## src/rtl/sfb_pkg.sv

```systemverilog
// Contract
// - shared core registers decode identically in both banks
// - program counter high byte never directly accessible
// - high latch only holds; copied on counter load
// - separate reset values for power-on and other resets
// - unchanged bits keep, conditional bits follow cause
// - unimplemented addresses and bits read zero
package sfb_pkg;

	// bus geometry
	localparam int unsigned ADDR_W = 12;
	localparam int unsigned DATA_W = 32;

	// register indices, byte address is four times the index
	localparam logic [6:0] IDX_INDIRECT = 7'h00;
	localparam logic [6:0] IDX_TIMER0 = 7'h01;
	localparam logic [6:0] IDX_PCL = 7'h02;
	localparam logic [6:0] IDX_STATUS = 7'h03;
	localparam logic [6:0] IDX_POINTER = 7'h04;
	localparam logic [6:0] IDX_PORT_A = 7'h05;
	localparam logic [6:0] IDX_PORT_B = 7'h06;
	localparam logic [6:0] IDX_PORT_C = 7'h07;
	localparam logic [6:0] IDX_PC_HIGH_LATCH = 7'h0a;
	localparam logic [6:0] IDX_INTERRUPT_CONTROL = 7'h0b;
	localparam logic [6:0] IDX_PIR = 7'h0c;
	localparam logic [6:0] IDX_TMR1_LO = 7'h0e;
	localparam logic [6:0] IDX_TMR1_HI = 7'h0f;
	localparam logic [6:0] IDX_T1_CTRL = 7'h10;
	localparam logic [6:0] IDX_TIMER2 = 7'h11;
	localparam logic [6:0] IDX_T2_CTRL = 7'h12;
	localparam logic [6:0] IDX_SSP_BUF = 7'h13;
	localparam logic [6:0] IDX_SSP_CTRL = 7'h14;
	localparam logic [6:0] IDX_CCP_LO = 7'h15;
	localparam logic [6:0] IDX_CCP_HI = 7'h16;
	localparam logic [6:0] IDX_CCP_CTRL = 7'h17;
	localparam logic [6:0] IDX_GAP_LO = 7'h18;
	localparam logic [6:0] IDX_GAP_HI = 7'h1f;
	localparam logic [6:0] IDX_GP_LO = 7'h20;
	localparam logic [6:0] IDX_GP_HI = 7'h7f;

	// field widths
	localparam int unsigned PORT_A_DATA_W = 6;
	localparam int unsigned PC_HIGH_LATCH_W = 5;
	localparam int unsigned PC_W = 13;
	localparam int unsigned TIMER1_CONTROL_W = 6;
	localparam int unsigned TIMER2_CONTROL_W = 7;
	localparam int unsigned CCPCON_W = 6;

	// status bit positions
	localparam int unsigned ST_IRP = 7;
	localparam int unsigned ST_RP1 = 6;
	localparam int unsigned ST_RP0 = 5;
	localparam int unsigned ST_TO = 4;
	localparam int unsigned ST_PD = 3;

	// reset values and masks
	localparam logic [7:0] STATUS_POR = 8'h18;
	localparam logic [7:0] STATUS_WMASK = 8'he7;
	localparam logic [7:0] STATUS_KEEP_OTHER = 8'h07;
	localparam logic [7:0] INTERRUPT_CONTROL_KEEP_OTHER = 8'h01;
	localparam logic [7:0] ZERO8 = 8'h00;

	typedef enum logic {
		PH_IDLE,
		PH_READY
	} sfb_phase_type;

	typedef struct packed {
		logic [PORT_A_DATA_W-1:0] a;
		logic [7:0] b;
		logic [7:0] c;
	} sfb_port_type;

	typedef struct packed {
		logic [7:0] status;
		logic [7:0] indirect_pointer;
		logic [7:0] interrupt_control;
		logic [7:0] pir;
		logic [TIMER1_CONTROL_W-1:0] timer1_control;
		logic [TIMER2_CONTROL_W-1:0] timer2_control;
		logic [7:0] serial_port_control;
		logic [CCPCON_W-1:0] ccpcon;
	} sfb_ctrl_type;

endpackage

```

## src/rtl/sfb_bank0.sv

```systemverilog
// The implementer's own choice: the APB interface to the registers.
module sfb_bank0 import sfb_pkg::*; #(
	parameter int unsigned GP_WORDS = 96
) (
	input wire logic pclk,
	input wire logic presetn,
	input wire logic psel,
	input wire logic penable,
	input wire logic pwrite,
	input wire logic [ADDR_W-1:0] paddr,
	input wire logic [DATA_W-1:0] pwdata,
	output logic [DATA_W-1:0] prdata,
	output logic pready,
	output logic pslverr,
	input wire logic master_clear_input,
	input wire logic wdt_timeout,
	input wire logic pc_step,
	input wire sfb_port_type port_pins,
	output sfb_port_type port_latch,
	output logic [PC_W-1:0] program_counter,
	output sfb_ctrl_type ctrl
);

	typedef struct packed {
		sfb_phase_type phase;
		logic [DATA_W-1:0] rdata;
		logic [7:0] status;
		logic [7:0] indirect_pointer;
		logic [7:0] interrupt_control;
		logic [7:0] pir;
		logic [7:0] timer0_count;
		logic [7:0] timer1_count_low;
		logic [7:0] timer1_count_high;
		logic [7:0] timer2_count;
		logic [7:0] serial_port_buffer;
		logic [7:0] serial_port_control;
		logic [7:0] ccprl;
		logic [7:0] ccprh;
		logic [PC_HIGH_LATCH_W-1:0] pc_high_latch;
		logic [PC_W-1:0] pc;
		logic [PORT_A_DATA_W-1:0] lat_a;
		logic [7:0] lat_b;
		logic [7:0] lat_c;
		logic [TIMER1_CONTROL_W-1:0] timer1_control;
		logic [TIMER2_CONTROL_W-1:0] timer2_control;
		logic [CCPCON_W-1:0] ccpcon;
	} sfb_state_type;

	sfb_state_type s_q;
	sfb_state_type s_d;

	// general purpose data memory behind the register block
	logic [7:0] ram [0:GP_WORDS-1];
	logic ram_we;
	logic [6:0] ram_addr;

	logic [6:0] dir_idx;
	logic in_range;
	logic tgt_bank;
	logic [6:0] tgt_idx;
	logic shared;
	logic is_gp;
	logic hit;
	logic [7:0] rd_val;
	logic wr_fire;
	logic other_rst;
	logic pcl_wr;

	// address decode, indirect redirection and bank selection
	always_comb begin
		dir_idx = paddr[8:2];
		in_range = (paddr[ADDR_W-1:9] == '0) && (paddr[1:0] == 2'b00);
		if (dir_idx == IDX_INDIRECT) begin
			tgt_bank = s_q.indirect_pointer[7];
			tgt_idx = s_q.indirect_pointer[6:0];
		end else begin
			tgt_bank = s_q.status[ST_RP0];
			tgt_idx = dir_idx;
		end
		shared = (tgt_idx == IDX_INDIRECT) || (tgt_idx == IDX_PCL) ||
			(tgt_idx == IDX_STATUS) || (tgt_idx == IDX_POINTER) ||
			(tgt_idx == IDX_PC_HIGH_LATCH) || (tgt_idx == IDX_INTERRUPT_CONTROL);
		is_gp = (tgt_idx >= IDX_GP_LO) && (tgt_idx <= IDX_GP_HI) &&
			(32'(tgt_idx - IDX_GP_LO) < GP_WORDS);
		// shared registers answer in both banks, the rest only in bank 0
		hit = in_range && (!tgt_bank || shared);
		ram_addr = tgt_idx - IDX_GP_LO;
	end

	// read multiplexer, anything not decoded reads zero
	always_comb begin
		rd_val = ZERO8;
		if (hit) begin
			case (tgt_idx)
				IDX_TIMER0: rd_val = s_q.timer0_count;
				IDX_PCL: rd_val = s_q.pc[7:0];
				IDX_STATUS: rd_val = s_q.status;
				IDX_POINTER: rd_val = s_q.indirect_pointer;
				IDX_PORT_A: rd_val = {2'b00, port_pins.a};
				IDX_PORT_B: rd_val = port_pins.b;
				IDX_PORT_C: rd_val = port_pins.c;
				IDX_PC_HIGH_LATCH: rd_val = {3'b000, s_q.pc_high_latch};
				IDX_INTERRUPT_CONTROL: rd_val = s_q.interrupt_control;
				IDX_PIR: rd_val = s_q.pir;
				IDX_TMR1_LO: rd_val = s_q.timer1_count_low;
				IDX_TMR1_HI: rd_val = s_q.timer1_count_high;
				IDX_T1_CTRL: rd_val = {2'b00, s_q.timer1_control};
				IDX_TIMER2: rd_val = s_q.timer2_count;
				IDX_T2_CTRL: rd_val = {1'b0, s_q.timer2_control};
				IDX_SSP_BUF: rd_val = s_q.serial_port_buffer;
				IDX_SSP_CTRL: rd_val = s_q.serial_port_control;
				IDX_CCP_LO: rd_val = s_q.ccprl;
				IDX_CCP_HI: rd_val = s_q.ccprh;
				IDX_CCP_CTRL: rd_val = {2'b00, s_q.ccpcon};
				default: begin
					if (is_gp && !tgt_bank) begin
						rd_val = ram[ram_addr];
					end
				end
			endcase
		end
	end

	// bus handshake: one wait state, then a registered answer
	assign pready = psel && penable && (s_q.phase == PH_READY);
	assign pslverr = pready && !in_range;
	assign prdata = s_q.rdata;
	assign wr_fire = pready && pwrite;
	assign other_rst = master_clear_input || wdt_timeout;
	assign pcl_wr = wr_fire && hit && (tgt_idx == IDX_PCL) && !other_rst;

	// next state of the whole register bank
	always_comb begin
		s_d = s_q;
		ram_we = 1'b0;
		case (s_q.phase)
			PH_IDLE: begin
				if (psel && penable) begin
					s_d.phase = PH_READY;
					s_d.rdata = {{(DATA_W-8){1'b0}}, rd_val};
				end
			end
			PH_READY: begin
				s_d.phase = PH_IDLE;
			end
			default: begin
				s_d.phase = PH_IDLE;
			end
		endcase
		if (pc_step) begin
			s_d.pc = s_q.pc + 13'h0001;
		end
		if (wr_fire && hit) begin
			case (tgt_idx)
				IDX_TIMER0: s_d.timer0_count = pwdata[7:0];
				// counter load pulls the upper bits from the latch
				IDX_PCL: s_d.pc = {s_q.pc_high_latch, pwdata[7:0]};
				IDX_STATUS: s_d.status = (pwdata[7:0] & STATUS_WMASK) |
					(s_q.status & ~STATUS_WMASK);
				IDX_POINTER: s_d.indirect_pointer = pwdata[7:0];
				IDX_PORT_A: s_d.lat_a = pwdata[PORT_A_DATA_W-1:0];
				IDX_PORT_B: s_d.lat_b = pwdata[7:0];
				IDX_PORT_C: s_d.lat_c = pwdata[7:0];
				IDX_PC_HIGH_LATCH: s_d.pc_high_latch = pwdata[PC_HIGH_LATCH_W-1:0];
				IDX_INTERRUPT_CONTROL: s_d.interrupt_control = pwdata[7:0];
				IDX_PIR: s_d.pir = pwdata[7:0];
				IDX_TMR1_LO: s_d.timer1_count_low = pwdata[7:0];
				IDX_TMR1_HI: s_d.timer1_count_high = pwdata[7:0];
				IDX_T1_CTRL: s_d.timer1_control = pwdata[TIMER1_CONTROL_W-1:0];
				IDX_TIMER2: s_d.timer2_count = pwdata[7:0];
				IDX_T2_CTRL: s_d.timer2_control = pwdata[TIMER2_CONTROL_W-1:0];
				IDX_SSP_BUF: s_d.serial_port_buffer = pwdata[7:0];
				IDX_SSP_CTRL: s_d.serial_port_control = pwdata[7:0];
				IDX_CCP_LO: s_d.ccprl = pwdata[7:0];
				IDX_CCP_HI: s_d.ccprh = pwdata[7:0];
				IDX_CCP_CTRL: s_d.ccpcon = pwdata[CCPCON_W-1:0];
				default: begin
					ram_we = is_gp && !tgt_bank;
				end
			endcase
		end
		// master clear or watchdog: the non power-up value set
		if (other_rst) begin
			ram_we = 1'b0;
			s_d.pc = '0;
			s_d.pc_high_latch = '0;
			s_d.status = s_q.status & STATUS_KEEP_OTHER;
			s_d.status[ST_TO] = s_q.status[ST_TO];
			s_d.status[ST_PD] = s_q.status[ST_PD];
			if (wdt_timeout) begin
				s_d.status[ST_TO] = 1'b0;
				s_d.status[ST_PD] = 1'b1;
			end
			s_d.interrupt_control = s_q.interrupt_control & INTERRUPT_CONTROL_KEEP_OTHER;
			s_d.pir = ZERO8;
			s_d.timer2_count = ZERO8;
			s_d.timer2_control = '0;
			s_d.serial_port_control = ZERO8;
			s_d.ccpcon = '0;
		end
	end

	// state register, power-on values on the asynchronous reset
	always_ff @(posedge pclk or negedge presetn) begin
		if (!presetn) begin
			s_q <= '0;
			s_q.phase <= PH_IDLE;
			s_q.status <= STATUS_POR;
		end else begin
			s_q <= s_d;
		end
	end

	// data memory holds no reset value
	always_ff @(posedge pclk) begin
		if (ram_we) begin
			ram[ram_addr] <= pwdata[7:0];
		end
	end

	// outputs straight from the state register
	assign port_latch.a = s_q.lat_a;
	assign port_latch.b = s_q.lat_b;
	assign port_latch.c = s_q.lat_c;
	assign program_counter = s_q.pc;
	assign ctrl.status = s_q.status;
	assign ctrl.indirect_pointer = s_q.indirect_pointer;
	assign ctrl.interrupt_control = s_q.interrupt_control;
	assign ctrl.pir = s_q.pir;
	assign ctrl.timer1_control = s_q.timer1_control;
	assign ctrl.timer2_control = s_q.timer2_control;
	assign ctrl.serial_port_control = s_q.serial_port_control;
	assign ctrl.ccpcon = s_q.ccpcon;
endmodule

```

## config.mk

```make
export PLATFORM = sky130hd
export DESIGN_NAME = sfb_bank0
export DESIGN_NICKNAME = d
export VERILOG_FILES = /design/src/rtl/sfb_pkg.sv /design/src/rtl/sfb_bank0.sv
export SDC_FILE = /design/constraint.sdc
export NUM_CORES = 1
export LEC_CHECK = 0
export ABC_CLOCK_PERIOD_IN_PS = 3550
export BUFFER_PORTS_ARGS = -buffer_cell sky130_fd_sc_hd__buf_2
export CORE_ASPECT_RATIO = 0.8
export CORE_UTILIZATION = 57
export CTS_BUF_LIST = sky130_fd_sc_hd__clkbuf_4 sky130_fd_sc_hd__clkbuf_8
export DETAILED_ROUTE_END_ITERATION = 8
export PLACE_DENSITY_LB_ADDON = 0.2
export RECOVER_POWER = 100
export REMOVE_ABC_BUFFERS = 1
export SLEW_MARGIN = 25
export SYNTH_ARGS = -nofsm -noshare
export SYNTH_HDL_FRONTEND = slang
export SYNTH_SLANG_ARGS = --single-unit
```

## constraint.sdc

```tcl
create_clock -name pclk -period 3.55 [get_ports pclk]
set_clock_uncertainty 0.1 [all_clocks]
set_input_delay 0.5325 -clock pclk [delete_from_list [all_inputs] [get_ports pclk]]
set_output_delay 0.5325 -clock pclk [all_outputs]
set_load 0.005 [all_outputs]
```

* Word-level counts from Yosys, hierarchy flattened
Memory sizes are Yosys's and may differ from the RTL's. Index checks and enable logic that the tools add are counted.
Cells by class: multiplexer cells 41, bitwise logic cells 3, equality and inequality tests 21, order comparisons 3, reductions and logical operators 56, add/subtract/negate cells 3
Operator list (count):
- 8-bit case mux with 20 select lines | 1
- 155-bit two-way mux | 1
- 8-bit two-way mux | 19
- 7-bit by 5-bit equality test with 1-bit output, second input constant | 8
- 2-bit AND reduction | 20
- 13-bit two-way mux | 3
- 7-bit by 4-bit equality test with 1-bit output, second input constant | 5
- 33-bit two-way mux | 1
- 32-bit by 7-bit less-than comparator with 1-bit output, second input constant | 1
- 7-bit by 3-bit equality test with 1-bit output, second input constant | 4
- 20-bit OR reduction | 1
- 18-bit two-way mux | 1
- 6-bit two-way mux | 3
- 2-bit nonzero test | 9
- 16-bit two-way mux | 1
- 7-bit by 2-bit equality test with 1-bit output, second input constant | 2
- 7-bit logical NOT | 2
- 7-bit two-way mux | 2
- 13-bit by 1-bit adder with 13-bit output, second input constant | 1
- 1-bit logical AND | 10
- 3-bit AND reduction | 3
- 8-bit by 5-bit OR with 8-bit output | 1
- 7-bit by 6-bit subtractor with 8-bit output, second input constant | 1
- 7-bit by 1-bit equality test with 1-bit output, second input constant | 1
- other kinds (13) | 26
Storage, ports and cells: output and inout bits 128, memories 1, memory bits (writable) 768, bits of input ports 74, bits in registers 164, logic and storage cells 153
Memories:
- ram | depth 96, bits a word 8, read ports 1, clocked after Yosys merged registers in 0, wr ports 1, RTL line sfb_bank0.sv:53 | logic [7:0] ram [0:GP_WORDS-1];

* Depth between registers and ports, before layout
word-level depth 15, gate-level depth with buffers 14, depth with buffers taken out 10

* Worst setup path after synthesis
Ideal clock, no wire load.
path kind input-to-reg, start in paddr[8], end mem ram[11][0] (enable), stages 12, data arrival time 3257 ps, data required time 3080 ps, slack -177 ps, library setup time 370 ps, buffers on the path 3, cells stage by stage buf_2 > nor4_1 > buf_2 > nand2_1 > o31ai_2 > o221ai_1 > a21oi_1 > o221ai_1 > nor4_4 > nand3_1 > buf_2 > nor2_1
On the way: longest elaborated chain between the ends 15, elaborated cells on any way between the ends 47, those cells by class add/sub: 2; order compare: 3; eq/ne: 20; mux: 7; reduce/logical: 15
Ends and longest elaborated chain:
- start, declared | RTL line sfb_bank0.sv:10 | input wire logic [ADDR_W-1:0] paddr,
- branches (longest 15 deep; another with 32-bit by 7-bit less-than comparator with 1-bit output)
- end, declared | RTL line sfb_bank0.sv:53
Several ways; the timed one is not identified.

* Worst setup path after layout
start in pwdata[6], end reg s_q, in the netlist port_latch[14]
RTL lines:
- start, declared | RTL line sfb_bank0.sv:11 | input wire logic [DATA_W-1:0] pwdata,
- end, declared | RTL line sfb_bank0.sv:49 | sfb_state_type s_q;
No word-level cell between the ends.

==> flow_summary.json <==
{
  "status": "finished, violations left",
  "violations": "max-capacitance violations, max-slew violations, negative setup slack",
  "crit_type": "input port to flop",
  "post_synth_num_cell_types": 77,
  "synth_async_sr_flop_share_pct": 17.6,
  "hold_viol_final": 0,
  "whs_ns": 0.142,
  "path_cells": "clkbuf_1 -> clkbuf_2 -> mux2_2",
  "first_pass_iters": 9,
  "power.total_mw": 22.5,
  "place_area_um2": 41800,
  "power.switching_mw": 5.30,
  "drc": 0,
  "syn_avg_cell_area_um2": 14.1,
  "vias_per_cell": 6.79,
  "cp_slowest_cell": "clkbuf_1",
  "p_clk_share_pct": 40.6,
  "core_um2": 65900,
  "p_per_area_nw_per_um2": 503,
  "required_ns": 4.18,
  "first_global_vias": 26600,
  "synth_compound_area_share_pct": 12.6,
  "max_stage_delay_ns": 2.32,
  "port_buffers": 153,
  "cts_tree": "yes",
  "seqPwrFrac_pct": 52.7,
  "h-tree-depth": 4,
  "period_minus_slack_ns": 3.64,
  "synth_top_family_by_area": "compound AO/OA/AOI/OAI gates",
  "synth.top_cells.by_area": "edfxtp_1 61%, dfrtp_1 11%, o221ai_1 3.3%",
  "worstSetupEndpointType": "flop",
  "cp_max_fo": 49,
  "final_area_um2": 44700,
  "syn_inst": 2696,
  "worstMarginPinSlew_ns": 3.51,
  "leakage_nw": 16.0,
  "fmax_mhz": 274,
  "clk_pin_slew_ns": 0.06,
  "nNetsFinal": 3170,
  "setup_violations": 40,
  "synth-main-ff-cell": "edfxtp_1",
  "slew_viol_final": 678,
  "antenna_found_initial": 7,
  "die_w_um": 291,
  "wl_mm": 123,
  "relSlewSlack_pct": -134,
  "yosysWarnings": 0,
  "combPwrFrac_pct": 6.7,
  "start_util_pct": 57.8,
  "n_fill_cell": 4642,
  "muxShareOfSynthArea_pct": 3.57,
  "yosys.area.top_type": "edfxtp_1",
  "dieArea_um2": 67800,
  "switching_share_pct": 23.6,
  "grt_pass1_wl_mm": 178,
  "clk_latency_ns": 0.79,
  "cap_violations": 12,
  "cts_num_sinks": 932,
  "numCtsBuffers": 141,
  "rows": 84,
  "yosysMostFrequentCell": "edfxtp_1",
  "crit_path_start_kind": "input port",
  "die_height_um": 233,
  "ys_seq_area_share_pct": 71.4,
  "ir_drop_mv": 0.363,
  "rsz0062_at_grt": "true",
  "area_growth_syn_to_layout_pct": 17.5,
  "dp_hpwl_mm": 78.7,
  "hold_path.class": "input port to flop",
  "drt_iter0_drc": 4772,
  "fin_util_pct": 67.9,
  "synth-edff-count": 768,
  "drive_above_1_share_pct": 27.8,
  "path_buf_inv": 2,
  "intPower_mw": 17.2,
  "ios": 202,
  "worstPathArrival_ns": 4.27,
  "post-route-period-util_pct": 103,
  "grt_max_degree": 107,
  "cts_max_path_buffers": 3,
  "via_count": 27600,
  "cts_root_buffer": "clkbuf_8",
  "synth-adder-area-share_pct": 0.164,
  "place_congestion": 0.984,
  "synth-simple-area-share_pct": 7.40,
  "synthTopCellsByCount": "768 x edfxtp_1, 247 x nand2_1, 205 x nor2_1, 162 x dfrtp_1, 145 x o221ai_1",
  "post_cts_buffers": 0,
  "synth_top_area_share_pct": 60.6,
  "synthXorXnorAreaFrac_pct": 0.276,
  "antenna_left": 0,
  "critical-path-top-delay-family": "buffers and inverters",
  "synth_area_um2": 38100,
  "wl_per_cell_um": 30.4,
  "fin_ws_ns": -0.0937,
  "grt_overflow": 0,
  "grt_usage_pct": 36.3,
  "ys_ff_latch": 932
}
==> flip-flops by register name (all words and copies together), names as in the netlist <==
name,cells
ctrl,59
port_latch,22
prdata,8
program_counter,13
ram,768
s_q,62
==> path summary, 6_finish.rpt <==
check / slack, ns / cells after the start / endpoint / from
worst max-delay path: -0.09 / 3 / port_latch[14]$_DFFE_PN0P_ / pwdata[6]
worst min-delay path: 0.14 / 4 / ctrl[35]$_DFFE_PN0P_ / master_clear_input
worst max register to register: 0.01 / 12 / ram[90][3]$_DFFE_PP_ / ctrl[45]$_DFFE_PN0P_
worst min register to register: 0.41 / 1 / s_q[119]$_DFFE_PN0P_ / s_q[119]$_DFFE_PN0P_
max in group asynchronous: 0.56 / 3 / s_q[90]$_DFFE_PN0P_ / presetn
min in group asynchronous: 0.80 / 2 / program_counter[0]$_DFF_PN0_ / presetn
==> per-layer routing <==
| metal | track usage (%) | routed length (um) | vias up |
|---|---|---|---|
| li1 | - | - | 11300 |
| met5 | 0 | 41 | - |
| met3 | 10.8 | 17600 | 347 |
| met4 | 14.1 | 4670 | 6 |
| met2 | 52.5 | 53700 | 2361 |
| met1 | 51.9 | 47400 | 13600 |
==> cells in the final DEF, fill, tap and decap left out, types with 95 or more instances in the layout <==
master / synthesis / final
o221ai_1: 145 / 145
clkbuf_8: 0 / 150
dfrtp_1: 162 / 162
mux2_2: 95 / 95
buf_4: 128 / 319
nand2_1: 247 / 244
edfxtp_1: 768 / 768
nor2_1: 205 / 144
a21oi_1: 101 / 99
o22ai_1: 127 / 127
==> cell families after synthesis <==
kind of cell             Yosys count
AO/OA/AOI/OAI                    665
XOR/XNOR                          12
adder cells (fa/ha/maj)            5
buffers and inverters            315
flip-flops                       932
multiplexers                     124
other                              1
AND/OR/NAND/NOR                  642
==> area by class of cell <==
type                    count  area (um2)  share of cell area (%)
repair buffers            533        3950                    8.84
well taps                 860        1080                    2.41
clock buffers             198        2420                    5.42
diodes                      4        10.0                  0.0224
inverters                  11        41.3                  0.0923
clock inverters            55         452                    1.01
multi-input cells        1472        9610                    21.5
flip-flops and latches    932       27200                    60.7
==> stage by stage <==
stage / worst slack, ns / instances / setup TNS (ns)
after floorplan: -8.20 / 2415 / -7011.70
after global placement: -0.803 / 3804 / -346.61
after detailed placement: -0.836 / 3804 / -432.33
after CTS: 0.00604 / 4060 / 0
after global routing: -0.0801 / 4061 / -2.61
final: -0.0937 / 4065 / -1.96
==> power groups by stage <==
| stage | Sequential, mW | Combinational, mW | Clock (mW) |
|---|---|---|---|
| after floorplan | 12.1 | 0.519 | 0 |
| after global placement | 12.1 | 1.43 | 0 |
| after detailed placement | 12.1 | 1.45 | 0 |
| after CTS | 11.8 | 1.46 | 9.15 |
| after global routing | 11.9 | 1.54 | 9.62 |
| final | 11.9 | 1.50 | 9.13 |
==> what timing repair did <==
action,in CTS,in global routing
gates cloned,0,1
hold buffers,3,0
pin swaps,0,9
endpoints found under the hold margin,79,0
endpoints found under the setup margin,258,539
gates resized for setup,37,48
==> worst min-delay path, stage by stage <==
cell and delay, ns:
buf_2 0.08, nor2_1 0.11, nand3_1 0.11, mux2_2 0.15
No activity file was read; power rests on OpenSTA's default activity.
